<file path="config.mk">
export PLATFORM = sky130hd
export DESIGN_NAME = scs_channel_select
export DESIGN_NICKNAME = d
export VERILOG_FILES = /design/src/scs_pkg.sv /design/src/scs_channel_select.sv /design/src/scs_uart_tx.sv
export VERILOG_INCLUDE_DIRS = /design/src
export SDC_FILE = /design/constraint.sdc
export NUM_CORES = 1
export LEC_CHECK = 0
export CORE_MARGIN = 2
export CORE_UTILIZATION = 48
export CTS_BUF_LIST = sky130_fd_sc_hd__clkbuf_8
export CTS_CLUSTER_DIAMETER = 50
export DETAILED_ROUTE_END_ITERATION = 10
export DONT_BUFFER_PORTS = 1
export PLACE_DENSITY = 0.65
export SLEW_MARGIN = 20
export SYNTH_ARGS = -nofsm -noshare
export SYNTH_HDL_FRONTEND = slang
export SYNTH_HIERARCHICAL = 1
export SYNTH_SLANG_ARGS = --single-unit
</file>
<file path="constraint.sdc">
create_clock -name core_clk -period 2.71 [get_ports core_clk]
set_clock_uncertainty 0.2 [all_clocks]
set_input_delay 0.271 -clock core_clk [delete_from_list [all_inputs] [get_ports core_clk]]
set_output_delay 0.271 -clock core_clk [all_outputs]
set_load 0.01 [all_outputs]
</file>
<file path="src/scs_regs.svh">
`ifndef SCS_REGS_SVH
`define SCS_REGS_SVH
`define SCS_CLK_HZ        250000000
`define SCS_BAUD          19200
`define SCS_BIT_CYCLES    (`SCS_CLK_HZ / `SCS_BAUD)
`define SCS_DATA_BITS     8
`define SCS_CODE_CH_FIRST 8'h10
`define SCS_CODE_CH_LAST  8'h1F
`define SCS_CODE_BLANK    8'h71
`endif

</file>
<file path="src/scs_pkg.sv">
package scs_pkg;
    typedef enum logic [1:0] {
        SCS_MODE_POWER   = 2'h0,
        SCS_MODE_SYNC    = 2'h1,
        SCS_MODE_CONSOLE = 2'h2,
        SCS_MODE_OFF     = 2'h3
    } scs_mode_t;
    typedef struct packed {
        logic       blank;
        logic [4:0] channel;
    } scs_sel_t;
endpackage : scs_pkg

</file>
<file path="src/scs_channel_select.sv">
`timescale 1ns/1ps
`default_nettype none
`include "scs_regs.svh"
module scs_channel_select #(
    parameter int BIT_CYCLES = `SCS_BIT_CYCLES
) (
    input  wire logic              core_clk,
    input  wire logic              rst_n,
    input  wire logic              serRx,
    output logic                   serTx,
    input  wire scs_pkg::scs_mode_t portMode,
    input  wire logic              localSelValid,
    input  wire scs_pkg::scs_sel_t localSel,
    output scs_pkg::scs_sel_t      selOut,
    output logic                   selChanged
);
    typedef enum logic [2:0] {
        SCS_RX_IDLE  = 3'b001,
        SCS_RX_DATA  = 3'b010,
        SCS_RX_STOP  = 3'b100
    } scs_rx_state_t;

    logic              rxMeta;
    logic              rxSync;
    scs_rx_state_t     rxState;
    logic [15:0]       rxDiv;
    logic [2:0]        rxBit;
    logic [7:0]        rxShift;
    logic              rxStrobe;
    logic [7:0]        rxByte;
    logic              rxTick;
    logic              codeValid;
    scs_pkg::scs_sel_t codeSel;
    scs_pkg::scs_sel_t sel_reg;
    logic              pendReg;
    logic [7:0]        pendCode;
    logic              txReady;
    logic              syncMode;

    // Pin passes two flops before the receiver looks at it.
    always_ff @(posedge core_clk) begin
        if (!rst_n) begin
            rxMeta <= 1'b1;
            rxSync <= 1'b1;
        end else begin
            rxMeta <= serRx;
            rxSync <= rxMeta;
        end
    end

    assign rxTick = (rxDiv == 16'h0000);

    // Receiver samples mid-bit; no ready is ever offered to the sender.
    always_ff @(posedge core_clk) begin
        if (!rst_n) begin
            rxState  <= SCS_RX_IDLE;
            rxDiv    <= 16'h0000;
            rxBit    <= 3'h0;
            rxShift  <= 8'h00;
            rxStrobe <= 1'b0;
            rxByte   <= 8'h00;
        end else begin
            rxStrobe <= 1'b0;
            rxDiv    <= rxTick ? 16'(BIT_CYCLES - 1) : rxDiv - 16'h0001;
            unique case (rxState)
                SCS_RX_IDLE: begin
                    if (!rxSync) begin
                        rxDiv   <= 16'(BIT_CYCLES + BIT_CYCLES / 2 - 1);
                        rxBit   <= 3'h0;
                        rxState <= SCS_RX_DATA;
                    end
                end
                SCS_RX_DATA: begin
                    if (rxTick) begin
                        rxShift <= {rxSync, rxShift[7:1]};
                        rxBit   <= rxBit + 3'h1;
                        if (rxBit == 3'h7) begin
                            rxState <= SCS_RX_STOP;
                        end
                    end
                end
                SCS_RX_STOP: begin
                    // A framing error drops the byte; no parity bit exists.
                    if (rxTick) begin
                        rxState <= SCS_RX_IDLE;
                        if (rxSync) begin
                            rxStrobe <= 1'b1;
                            rxByte   <= rxShift;
                        end
                    end
                end
            endcase
        end
    end

    assign syncMode = (portMode == scs_pkg::SCS_MODE_SYNC);

    always_comb begin
        codeSel   = '{blank: 1'b0, channel: 5'(rxByte[3:0] + 4'h1)};
        codeValid = 1'b0;
        if (rxByte >= `SCS_CODE_CH_FIRST && rxByte <= `SCS_CODE_CH_LAST) begin
            codeValid = 1'b1;
            codeSel   = '{blank: 1'b0, channel: 5'(rxByte[3:0]) + 5'h01};
        end else if (rxByte == `SCS_CODE_BLANK) begin
            codeValid = 1'b1;
            codeSel   = '{blank: 1'b1, channel: 5'h00};
        end
    end

    function automatic logic [7:0] selCode(input scs_pkg::scs_sel_t s);
        if (s.blank || s.channel == 5'h00) begin
            selCode = `SCS_CODE_BLANK;
        end else begin
            selCode = `SCS_CODE_CH_FIRST + {4'h0, 4'(s.channel - 5'h01)};
        end
    endfunction : selCode

    // Serial codes win over a local request in the same cycle.
    always_ff @(posedge core_clk) begin
        if (!rst_n) begin
            sel_reg    <= '{blank: 1'b0, channel: 5'h01};
            selChanged <= 1'b0;
        end else begin
            selChanged <= 1'b0;
            if (rxStrobe && syncMode && codeValid) begin
                sel_reg    <= codeSel;
                selChanged <= (codeSel != sel_reg);
            end else if (localSelValid) begin
                sel_reg    <= localSel;
                selChanged <= (localSel != sel_reg);
            end
        end
    end
    assign selOut = sel_reg;

    // One pending code; a newer one overwrites an unsent one, since only the
    // latest selection matters to following units.
    always_ff @(posedge core_clk) begin
        if (!rst_n) begin
            pendReg  <= 1'b0;
            pendCode <= 8'h00;
        end else begin
            if (rxStrobe && syncMode && codeValid) begin
                pendReg  <= 1'b1;
                pendCode <= rxByte;
            end else if (localSelValid && syncMode && localSel != sel_reg) begin
                pendReg  <= 1'b1;
                pendCode <= selCode(localSel);
            end else if (txReady) begin
                pendReg  <= 1'b0;
            end
        end
    end

    scs_uart_tx #(
        .BIT_CYCLES (BIT_CYCLES)
    ) u_tx (
        .core_clk (core_clk),
        .rst_n    (rst_n),
        .txValid  (pendReg),
        .txData   (pendCode),
        .txReady  (txReady),
        .txLine   (serTx)
    );
endmodule : scs_channel_select
`default_nettype wire

</file>
<file path="src/scs_uart_tx.sv">
`timescale 1ns/1ps
`default_nettype none
`include "scs_regs.svh"
module scs_uart_tx #(
    parameter int BIT_CYCLES = `SCS_BIT_CYCLES
) (
    input  wire logic       core_clk,
    input  wire logic       rst_n,
    input  wire logic       txValid,
    input  wire logic [7:0] txData,
    output logic            txReady,
    output logic            txLine
);
    typedef enum logic [1:0] {
        SCS_TX_IDLE = 2'b01,
        SCS_TX_BUSY = 2'b10
    } scs_tx_state_t;
    scs_tx_state_t stateReg;
    logic [15:0]   divReg;
    logic [3:0]    bitReg;
    logic [9:0]    shiftReg;
    logic          tick;
    assign tick    = (divReg == 16'(BIT_CYCLES - 1));
    assign txReady = (stateReg == SCS_TX_IDLE);
    always_ff @(posedge core_clk) begin
        if (!rst_n) begin
            stateReg <= SCS_TX_IDLE;
            divReg   <= 16'h0000;
            bitReg   <= 4'h0;
            shiftReg <= 10'h3FF;
            txLine   <= 1'b1;
        end else begin
            unique case (stateReg)
                SCS_TX_IDLE: begin
                    txLine <= 1'b1;
                    if (txValid) begin
                        // Start bit, eight data bits lsb first, one stop bit.
                        shiftReg <= {1'b1, txData, 1'b0};
                        stateReg <= SCS_TX_BUSY;
                        divReg   <= 16'h0000;
                        bitReg   <= 4'h0;
                    end
                end
                SCS_TX_BUSY: begin
                    txLine <= shiftReg[0];
                    divReg <= tick ? 16'h0000 : divReg + 16'h0001;
                    if (tick) begin
                        shiftReg <= {1'b1, shiftReg[9:1]};
                        bitReg   <= bitReg + 4'h1;
                        if (bitReg == 4'h9) begin
                            stateReg <= SCS_TX_IDLE;
                        end
                    end
                end
            endcase
        end
    end
endmodule : scs_uart_tx
`default_nettype wire

</file>
# --- Word-level counts from Yosys, hierarchy flattened ---
# Index checks and enable logic that the tools add are counted.
# Widths: inputs -> output; s select.
totals:
  register_bits: 90
  input_bits: 12
classes:
  addsub: 7
  n_lt_le_gt_ge: 2
  n_eq_ne: 19
  mux: 40
  n_reduce_logical: 19
op_table:
  columns: ["operator", "n"]
  rows:
  - ["$mux 16", 5]
  - ["$pmux 16 s2", 1]
  - ["$mux 6", 4]
  - ["$mux 10", 2]
  - ["$pmux 10 s2", 1]
  - ["$mux 3", 6]
  - ["$add 16x1->16 const B", 1]
  - ["$eq 16x14->1 const B", 1]
  - ["$logic_not 16->1", 1]
  - ["$mux 8", 2]
  - ["$sub 16x1->16 const B", 1]
  - ["$ne 6x6->1", 2]
  - ["$reduce_and 3->1", 4]
  - ["$ne 2x2->1 const B", 5]
  - ["$pmux 3 s3", 1]
  - ["$eq 8x7->1 const B", 1]
  - ["$ge 8x5->1 const B", 1]
  - ["$le 8x5->1 const B", 1]
  - ["$mux 1", 8]
  - ["$mux 4", 2]
  - ["$pmux 4 s2", 1]
  - ["$mux 7", 1]
  - ["$add 5x4->6 const A", 1]
  - ["$eq 3x3->1 const B", 2]
  - ["21 further kinds", 32]

# --- Logic depth before layout (Yosys ltp) ---
# Gate-level depths: netlist of the first run.
depth:
  depth_word: 5
  mapped_depth: 8
  ltp_nobuf: 7

# --- Hierarchy ---
# Netlist of the first run, hierarchy kept.
modules_own_cells:
  columns: ["mod", "instances", "cells_per_inst", "area_per_inst_um2", "seq_area_each_um2"]
  rows:
  - ["scs_channel_select", 1, 313, 2776.4, 1141.1]
  - ["scs_uart_tx", 1, 193, 1567.8, 640.6]

# --- Worst setup path before layout of the first run ---
# Ideal clock, no wire load.
synth_timing:
  path_kind: "register to register"
  startpoint: "register rxDiv[4]"
  endpoint: "register rxDiv[14]"
  setup_ns: 0.135
  t_arrival_ns: 2.064
  required_ns: 2.375
  slack_ns: 0.311
  stages_incl_launch_ff: 8
  path_buffers: 2
  cell_sequence: "dfxtp_1 > or4_4 > or4_1 > buf_6 > or2_1 > buf_2 > a211oi_1 > a311oi_1"
synth_via:
  elab_chain_len: 4
  elab_cells_between_ends: 5
  cone_classes: "1 x add/sub; 3 x mux; 1 x reduce/logical"
synth_rtl:
  columns: ["element", "line_no", "source"]
  rows:
  - ["start: declaration", "scs_channel_select.sv:26", "logic [15:0] rxDiv;"]
  - ["start signal: assignment", "scs_channel_select.sv:64", "rxDiv <= rxTick ? 16'(BIT_CYCLES - 1) : rxDiv - 16'h0001;"]
  - ["start signal: assignment", "scs_channel_select.sv:68", "rxDiv <= 16'(BIT_CYCLES + BIT_CYCLES / 2 - 1);"]
  - ["$sub 16x1->16 / $logic_not 16->1 (equally long branches)", "scs_channel_select.sv:64, scs_channel_select.sv:51", null]
  - ["$mux 16 *", "scs_channel_select.sv:64", null]
  - ["$mux 16", "scs_channel_select.sv:67", "if (!rxSync) begin"]
  - ["$mux 16 *", "scs_channel_select.sv:65", "unique case (rxState)"]
# Every way passes the cells marked *; elsewhere a longest branch is shown, timed or not.
# A chain may end at the register's enable or synchronous reset.

# --- Worst setup path in the final report of the first run ---
layout_timing:
  startpoint: "register rxDiv[4]"
  endpoint: "register rxDiv[10]"
# Same word-level chain as after synthesis.

==> results of run 1 <==
[cells in the final DEF (no fill, tap or decap), types with 3 or more instances in the layout]
cell,n
a211oi_1,7
a21oi_1,23
a31oi_1,11
and2_1,3
and3_1,4
buf_4,8
clkbuf_8,10
dfxtp_1,89
dlygate4sd3_1,9
ha_1,11
inv_1,13
mux2_2,3
mux2i_1,23
nand2_1,54
nand2b_1,17
nand3_1,31
nand3b_1,3
nand4_1,5
nand4b_1,4
nor2_1,46
nor2b_1,8
nor3_1,16
nor4_1,4
o21ai_0,35
or3_1,8
or4_4,3
xnor2_1,18
[power by group through the flow]
stage | sequential, mW | combinational (mW) | clock [mW]
after floorplan | 1.59 | 0.716 | 0
after global placement | 1.61 | 0.774 | 0
after detailed placement | 1.62 | 0.789 | 0
after CTS | 1.60 | 0.825 | 0.960
after global routing | 1.62 | 0.938 | 1.01
final | 1.60 | 0.841 | 0.936
[worst reg2reg max path: cells and delay by family (launching register included)]
family           cells  cell delay, ns
AND/OR/NAND/NOR      3            1.51
AO/OA/AOI/OAI        2            0.35
flip-flops           1            0.36
[sequential cells by signal, indices dropped and copies added (netlist names)]
| register | cells |
|---|---|
| u_tx/stateReg | 2 |
| rxState | 3 |
| u_tx/txLine | 1 |
| rxBit | 3 |
| pendReg | 1 |
| selOut | 6 |
| selChanged | 1 |
| rxMeta | 1 |
| rxStrobe | 1 |
| u_tx/shiftReg | 9 |
| rxByte | 8 |
| u_tx/divReg | 16 |
| pendCode | 8 |
| rxDiv | 16 |
| rxSync | 1 |
| u_tx/bitReg | 4 |
| rxShift | 8 |
[area by class of cell]
type	instances	area (um2)	area share [%]
clock buffers	10	138	2.89
clock inverters	6	67.6	1.42
inverters	14	52.6	1.10
multi-input cells	378	2370	49.8
flip-flops and latches	89	1780	37.4
well taps	108	135	2.84
repair buffers	20	218	4.57
[through the flow]
step	std cells	utilization, %	hold WS [ns]	area (um2)
finish	625	54.4	0.0129	4760
global route	625	54.4	0.0153	4760
CTS	625	54.3	0.00245	4760
detailed placement	599	50.6	0.153	4440
global placement	599	50.6	0.147	4440
floorplan	506	-	0.172	4340
[logic make-up (layout without fill, tap and decap cells)]
group	Yosys count	after routing
flops	89	89
xor+xnor	20	20
fa+ha+maj	11	11
buf+inv	39	50
simple gates	222	222
mux	26	26
compound gates	99	99
[repair_timing]
item	in CTS	in global routing
hold endpoints to repair	60	0
setup endpoints to repair	0	6
gates resized for setup	0	1
hold buffers	10	0
[cell usage after synthesis, types with 11 or more instances]
master,count,area (um2)
a21oi_1,23,115
ha_1,11,138
dfxtp_1,89,1780
nor3_1,16,80.1
o21ai_0,35,175
a31oi_1,11,68.8
clkbuf_1,13,48.8
nor2_1,46,173
inv_1,13,48.8
nand2b_1,17,106
xnor2_1,18,158
nand3_1,31,155
mux2i_1,23,230
nand2_1,54,203
[metal layers]
metal,routed length [um],vias up
met2,4330,50
met3,312,10
met4,123,0
li1,-,1814
met5,0,-
met1,4310,1666
[worst paths after layout]
| kind | cells after the start | endpoint | slack, ns | start |
|---|---|---|---|---|
| min | 2 | rxDiv[4] | 0.01 | rst_n |
| min reg2reg | 1 | rxSync | 0.21 | rxMeta |
| max reg2reg | 5 | rxDiv[10] | 0.16 | rxDiv[4] |
| max | 5 | rxDiv[10] | 0.16 | rxDiv[4] |
==> impl_metrics.json, run 1 <==
{
  "globalRouteMet1Util_pct": 24.1,
  "synth_seq_area_share_pct": 41.0,
  "fp.dieW_um": 99.1,
  "p_comb_share_pct": 24.9,
  "grt_pass1_wl_um": 15600,
  "syn_inst": 506,
  "antennaDiodeCount": 0,
  "max_stage_delay_ns": 0.58,
  "p_sw_mw": 1.10,
  "switching_share_pct": 32.5,
  "gp_congestion": 0.818,
  "hold_violations": 0,
  "avgRoutedWirePerCell_um": 14.5,
  "grt_use_met2_pct": 33.2,
  "antenna_found_initial": 0,
  "drt_drc_violations_left": 0,
  "grt_use_total_pct": 19.3,
  "crit_required_ns": 2.73,
  "crit_family": "simple AND/OR/NAND/NOR gates",
  "critPathArrivalTime_ns": 2.57,
  "top_usage_layer": "met2",
  "cp_common_cell": "or4_4",
  "drtIter0Drc": 153,
  "synth-xor-area-share_pct": 4.03,
  "ys.flop_type": "dfxtp_1",
  "initial_utilization_pct": 49.6,
  "ys_warn_count": 6,
  "grt_pass1_vias": 3474,
  "synth_top_family_by_area": "simple AND/OR/NAND/NOR gates",
  "postCtsSetupBuffers": 0,
  "vdd_drop_max_uv": 393,
  "ant_nets": 0,
  "met3_usage_pct": 3.87,
  "fmax_mhz": 392,
  "cts.path.max_buffers": 2,
  "slew_violations": 0,
  "synthAdderAreaFrac_pct": 3.17,
  "setup_violations": 0,
  "fp.dieH_um": 99.1,
  "synth_compound_area_share_pct": 14.1,
  "max_slew_margin_pct": 47.5,
  "routed_wl_um": 9070,
  "clockPowerShare_pct": 27.7,
  "grt_max_degree": 64,
  "h-tree-depth": 3,
  "fill_cells": 813,
  "synth_edf_count": 0,
  "num_vias": 3540,
  "root_buffer": "clkbuf_8",
  "postSynth.asyncResetShare_pct": 0,
  "first_pass_iters": 5,
  "cp_cell_sequence": "or4_4 -> or4_4 -> or2_1 -> o21ai_0 -> a31oi_1",
  "fin_ws_ns": 0.158,
  "synth_seq_cells": 89,
  "status": "finished clean",
  "core_region_area_mm2": 0.00876,
  "rows": 34,
  "internal_power_mw": 2.28,
  "cpMaxStageDelayCell": "or4_4",
  "ioPinCount": 20,
  "endpoint_kind": "flop",
  "start_kind": "flop",
  "hpwlAfterDp_um": 6130,
  "area_growth_syn_to_layout_pct": 9.68,
  "maxCapViolCount": 0,
  "syn-num-nets": 529,
  "finalSetupTns_ns": 0,
  "grt_overflow": 0,
  "cp_max_fo": 9,
  "dieArea_mm2": 0.00983,
  "p_leak_nw": 1.75,
  "seqPwrFrac_pct": 47.4,
  "yosys.area_share.simple_pct": 27.2,
  "tightest_slew_ns": 0.784,
  "cts_buffers": 9,
  "worst_skew_pair.late_latency_ns": 0.36,
  "min_period_over_period_pct": 94.2,
  "synth_mux_area_share_pct": 6.08,
  "finalPower_mw": 3.38,
  "routed_via_density": 5.66,
  "p_per_area_mw_per_mm2": 709,
  "place_ws_ns": 0.0297,
  "drive_gt1_share_pct": 8.90,
  "critPathKind": "flop to flop",
  "fin_crit_ns": 2.55,
  "cp.buffers_inverters": 0,
  "syn_area_per_cell_um2": 8.59,
  "fin_nets": 535,
  "syn-cell-area_mm2": 0.00434,
  "cts.sinks": 89,
  "rsz0062_at_grt": "false",
  "clk_pin_slew_ns": 0.08,
  "cts_tree": "yes",
  "synth.distinct_cells": 63,
  "numPortBuffers": 0,
  "min_path_type": "input pin to flop"
}
Power figures use the tool's default switching activity.
==> run 2, diff against run 1 <==
--- a/config.mk
+++ b/config.mk
@@ -12,8 +12,8 @@
 export CTS_CLUSTER_DIAMETER = 50
 export DETAILED_ROUTE_END_ITERATION = 10
 export DONT_BUFFER_PORTS = 1
+export HOLD_SLACK_MARGIN = 0.03
 export PLACE_DENSITY = 0.65
-export SLEW_MARGIN = 20
 export SYNTH_ARGS = -nofsm -noshare
 export SYNTH_HDL_FRONTEND = slang
 export SYNTH_HIERARCHICAL = 1
==> constraint.sdc (replaced) <==
create_clock -name core_clk -period 2.71 [get_ports core_clk]
set_clock_uncertainty 0.2 [all_clocks]
set_input_delay 0.271 -clock core_clk [delete_from_list [all_inputs] [get_ports core_clk]]
set_output_delay 0.271 -clock core_clk [all_outputs]
set_load 0.02 [all_outputs]
==> run 2 against run 1 <==
Against the previous run:
- worst hold slack improved by 0.033 ns
- clock power rose by 9%
- die area did not move
- register-to-register slack improved by 0.02 ns
- clock-buffer cell count fell by 1
- combinational power barely moved
- core utilization rose by 0.33 points
- critical path depth did not move
- global-route usage fell by 0.38 points
- via count rose by 0.51%
- maximum frequency rose by 0.90%
- sequential share of layout area fell by 0.22 points
- largest power group unchanged
==> impl_metrics.json, run 2 (synthesized netlist as in run 1, its figures left out) <==
{
  "initial_utilization_pct": 49.6,
  "antennaDiodeCount": 0,
  "grt_pass1_wl_um": 15300,
  "tightest_slew_ns": 0.744,
  "wl_met3_um": 257,
  "worstHoldStart": "localSel[2]",
  "cts.sinks": 89,
  "min_path_type": "input pin to flop",
  "hpwlAfterDp_um": 6070,
  "grt_pass1_vias": 3357,
  "p_per_area_mw_per_mm2": 722,
  "crit_required_ns": 2.74,
  "drt_drc_violations_left": 0,
  "finalSetupTns_ns": 0,
  "root_buffer": "clkbuf_8",
  "avgRoutedWirePerCell_um": 14.1,
  "hold_violations": 0,
  "cts_buffers": 9,
  "dr.max_layer_used": "met4",
  "fill_cells": 816,
  "min_period_over_period_pct": 93.3,
  "slew_violations": 0,
  "hold_slack_ns": 0.0464,
  "maxCapViolCount": 0,
  "cp_common_cell": "or4_4",
  "rsz0062_at_grt": "false",
  "clk_pin_slew_ns": 0.09,
  "crit_family": "simple AND/OR/NAND/NOR gates",
  "hold_depth": 4,
  "fp.dieW_um": 99.1,
  "reg2reg_depth": 5,
  "dieArea_mm2": 0.00983,
  "r2r-start": "rxDiv[4]",
  "utilization_pct": 54.7,
  "fp.dieH_um": 99.1,
  "start_kind": "flop",
  "met2WireLength_um": 4180,
  "vdd_drop_max_uv": 337,
  "ioPinCount": 20,
  "first_pass_iters": 5,
  "max_slew_margin_pct": 50.2,
  "final_common_cell": "dfxtp_1",
  "layout_common_cells": "89 x dfxtp_1, 54 x nand2_1, 46 x nor2_1, 35 x o21ai_0, 31 x nand3_1",
  "grt_use_total_pct": 18.9,
  "gp_congestion": 0.827,
  "area_growth_syn_to_layout_pct": 10.3,
  "num_vias": 3558,
  "worst_skew_pair.late_latency_ns": 0.37,
  "cp_max_fo": 9,
  "postCtsSetupBuffers": 0,
  "final-seq-area_mm2": 0.00178,
  "setup_violations": 0,
  "critPathKind": "flop to flop",
  "drive_gt1_share_pct": 8.88,
  "core_region_area_mm2": 0.00876,
  "multi_input_comb_area_mm2": 0.00237,
  "rows": 34,
  "finalPower_mw": 3.46,
  "drtIter0Drc": 176,
  "p_leak_nw": 1.76,
  "cts.path.max_buffers": 2,
  "wl_met1_um": 4250,
  "rr_endpoint": "rxDiv[10]",
  "cpMaxStageDelayCell": "or4_4",
  "cp_cell_sequence": "or4_4 -> or4_4 -> or2_1 -> o21ai_0 -> a31oi_1",
  "fin_crit_ns": 2.53,
  "reg.largest.list": "rxDiv x16, u_tx/divReg x16, u_tx/shiftReg x9",
  "grt_overflow": 0,
  "fin_nets": 536,
  "fmax_mhz": 395,
  "numPortBuffers": 0,
  "min_delay_worst_endpoint": "pendCode[2]",
  "status": "finished clean",
  "routed_wl_um": 8810,
  "cp.buffers_inverters": 0,
  "r2r_slack_ns": 0.18,
  "cts_tree": "yes",
  "grt_max_degree": 66,
  "endpoint_kind": "flop",
  "routed_via_density": 5.68,
  "max_stage_delay_ns": 0.57,
  "ant_nets": 0,
  "antenna_found_initial": 0,
  "critPathArrivalTime_ns": 2.56,
  "h-tree-depth": 3
}
-- run 2: cell types whose count changed in the layout (fill, tap and decap cells not counted), sizes merged --
cell | before | now
dlygate4sd3 | 9 | 10
clkbuf | 10 | 9
clkinvlp | 2 | 0
bufinv | 1 | 2
inv | 14 | 16
-- run 2: layer usage --
layer  global-route usage (%)  up-vias
met1                     25.2     1693
met5                        0        -
met4                     4.74        0
li1                         -     1810
met3                     4.85       11
met2                     30.8       44
-- run 2: power breakdown --
group	internal, mW	switching [mW]
Clock	0.527	0.490
Combinational	0.373	0.470
Sequential	1.45	0.146
Total	2.35	1.11
-- run 2: worst max path at each step --
stage                        start         to  slack, ns  cells after the start
after floorplan           rxDiv[4]  rxDiv[14]       0.31                      7
after global placement    rxDiv[4]  rxDiv[10]       0.12                      5
after detailed placement  rxDiv[4]  rxDiv[10]       0.04                      5
after CTS                 rxDiv[4]  rxDiv[10]       0.02                      5
after global routing      rxDiv[4]  rxDiv[11]       0.07                      5
final                     rxDiv[4]  rxDiv[10]       0.18                      5
-- run 2: cell type report --
type | instances | share of cell area, %
Timing Repair Buffer | 21 | 4.75
Sequential cell | 89 | 37.2
Multi-Input combinational cell | 378 | 49.5
Inverter | 14 | 1.10
Clock buffer | 9 | 2.58
Clock inverter | 7 | 2.09
Tap cell | 108 | 2.82
-- run 2: through the flow --
stage	std cells	instance area (um2)	worst slack (ns)
after floorplan	506	4340	0.311
after global placement	599	4440	0.118
after detailed placement	599	4440	0.0366
after CTS	626	4790	0.0188
after global routing	626	4790	0.0741
final	626	4790	0.181
-- run 2: tightest hold or removal path: stages --
cell and delay [ns]:
nand2b_1 0.05, a21oi_1 0.06, mux2i_1 0.11, a21oi_1 0.07
-- run 2: timing repair --
item,CTS,global route
setup endpoints to repair,0,9
hold buffers,11,0
resized for setup,0,1
hold endpoints to repair,72,0
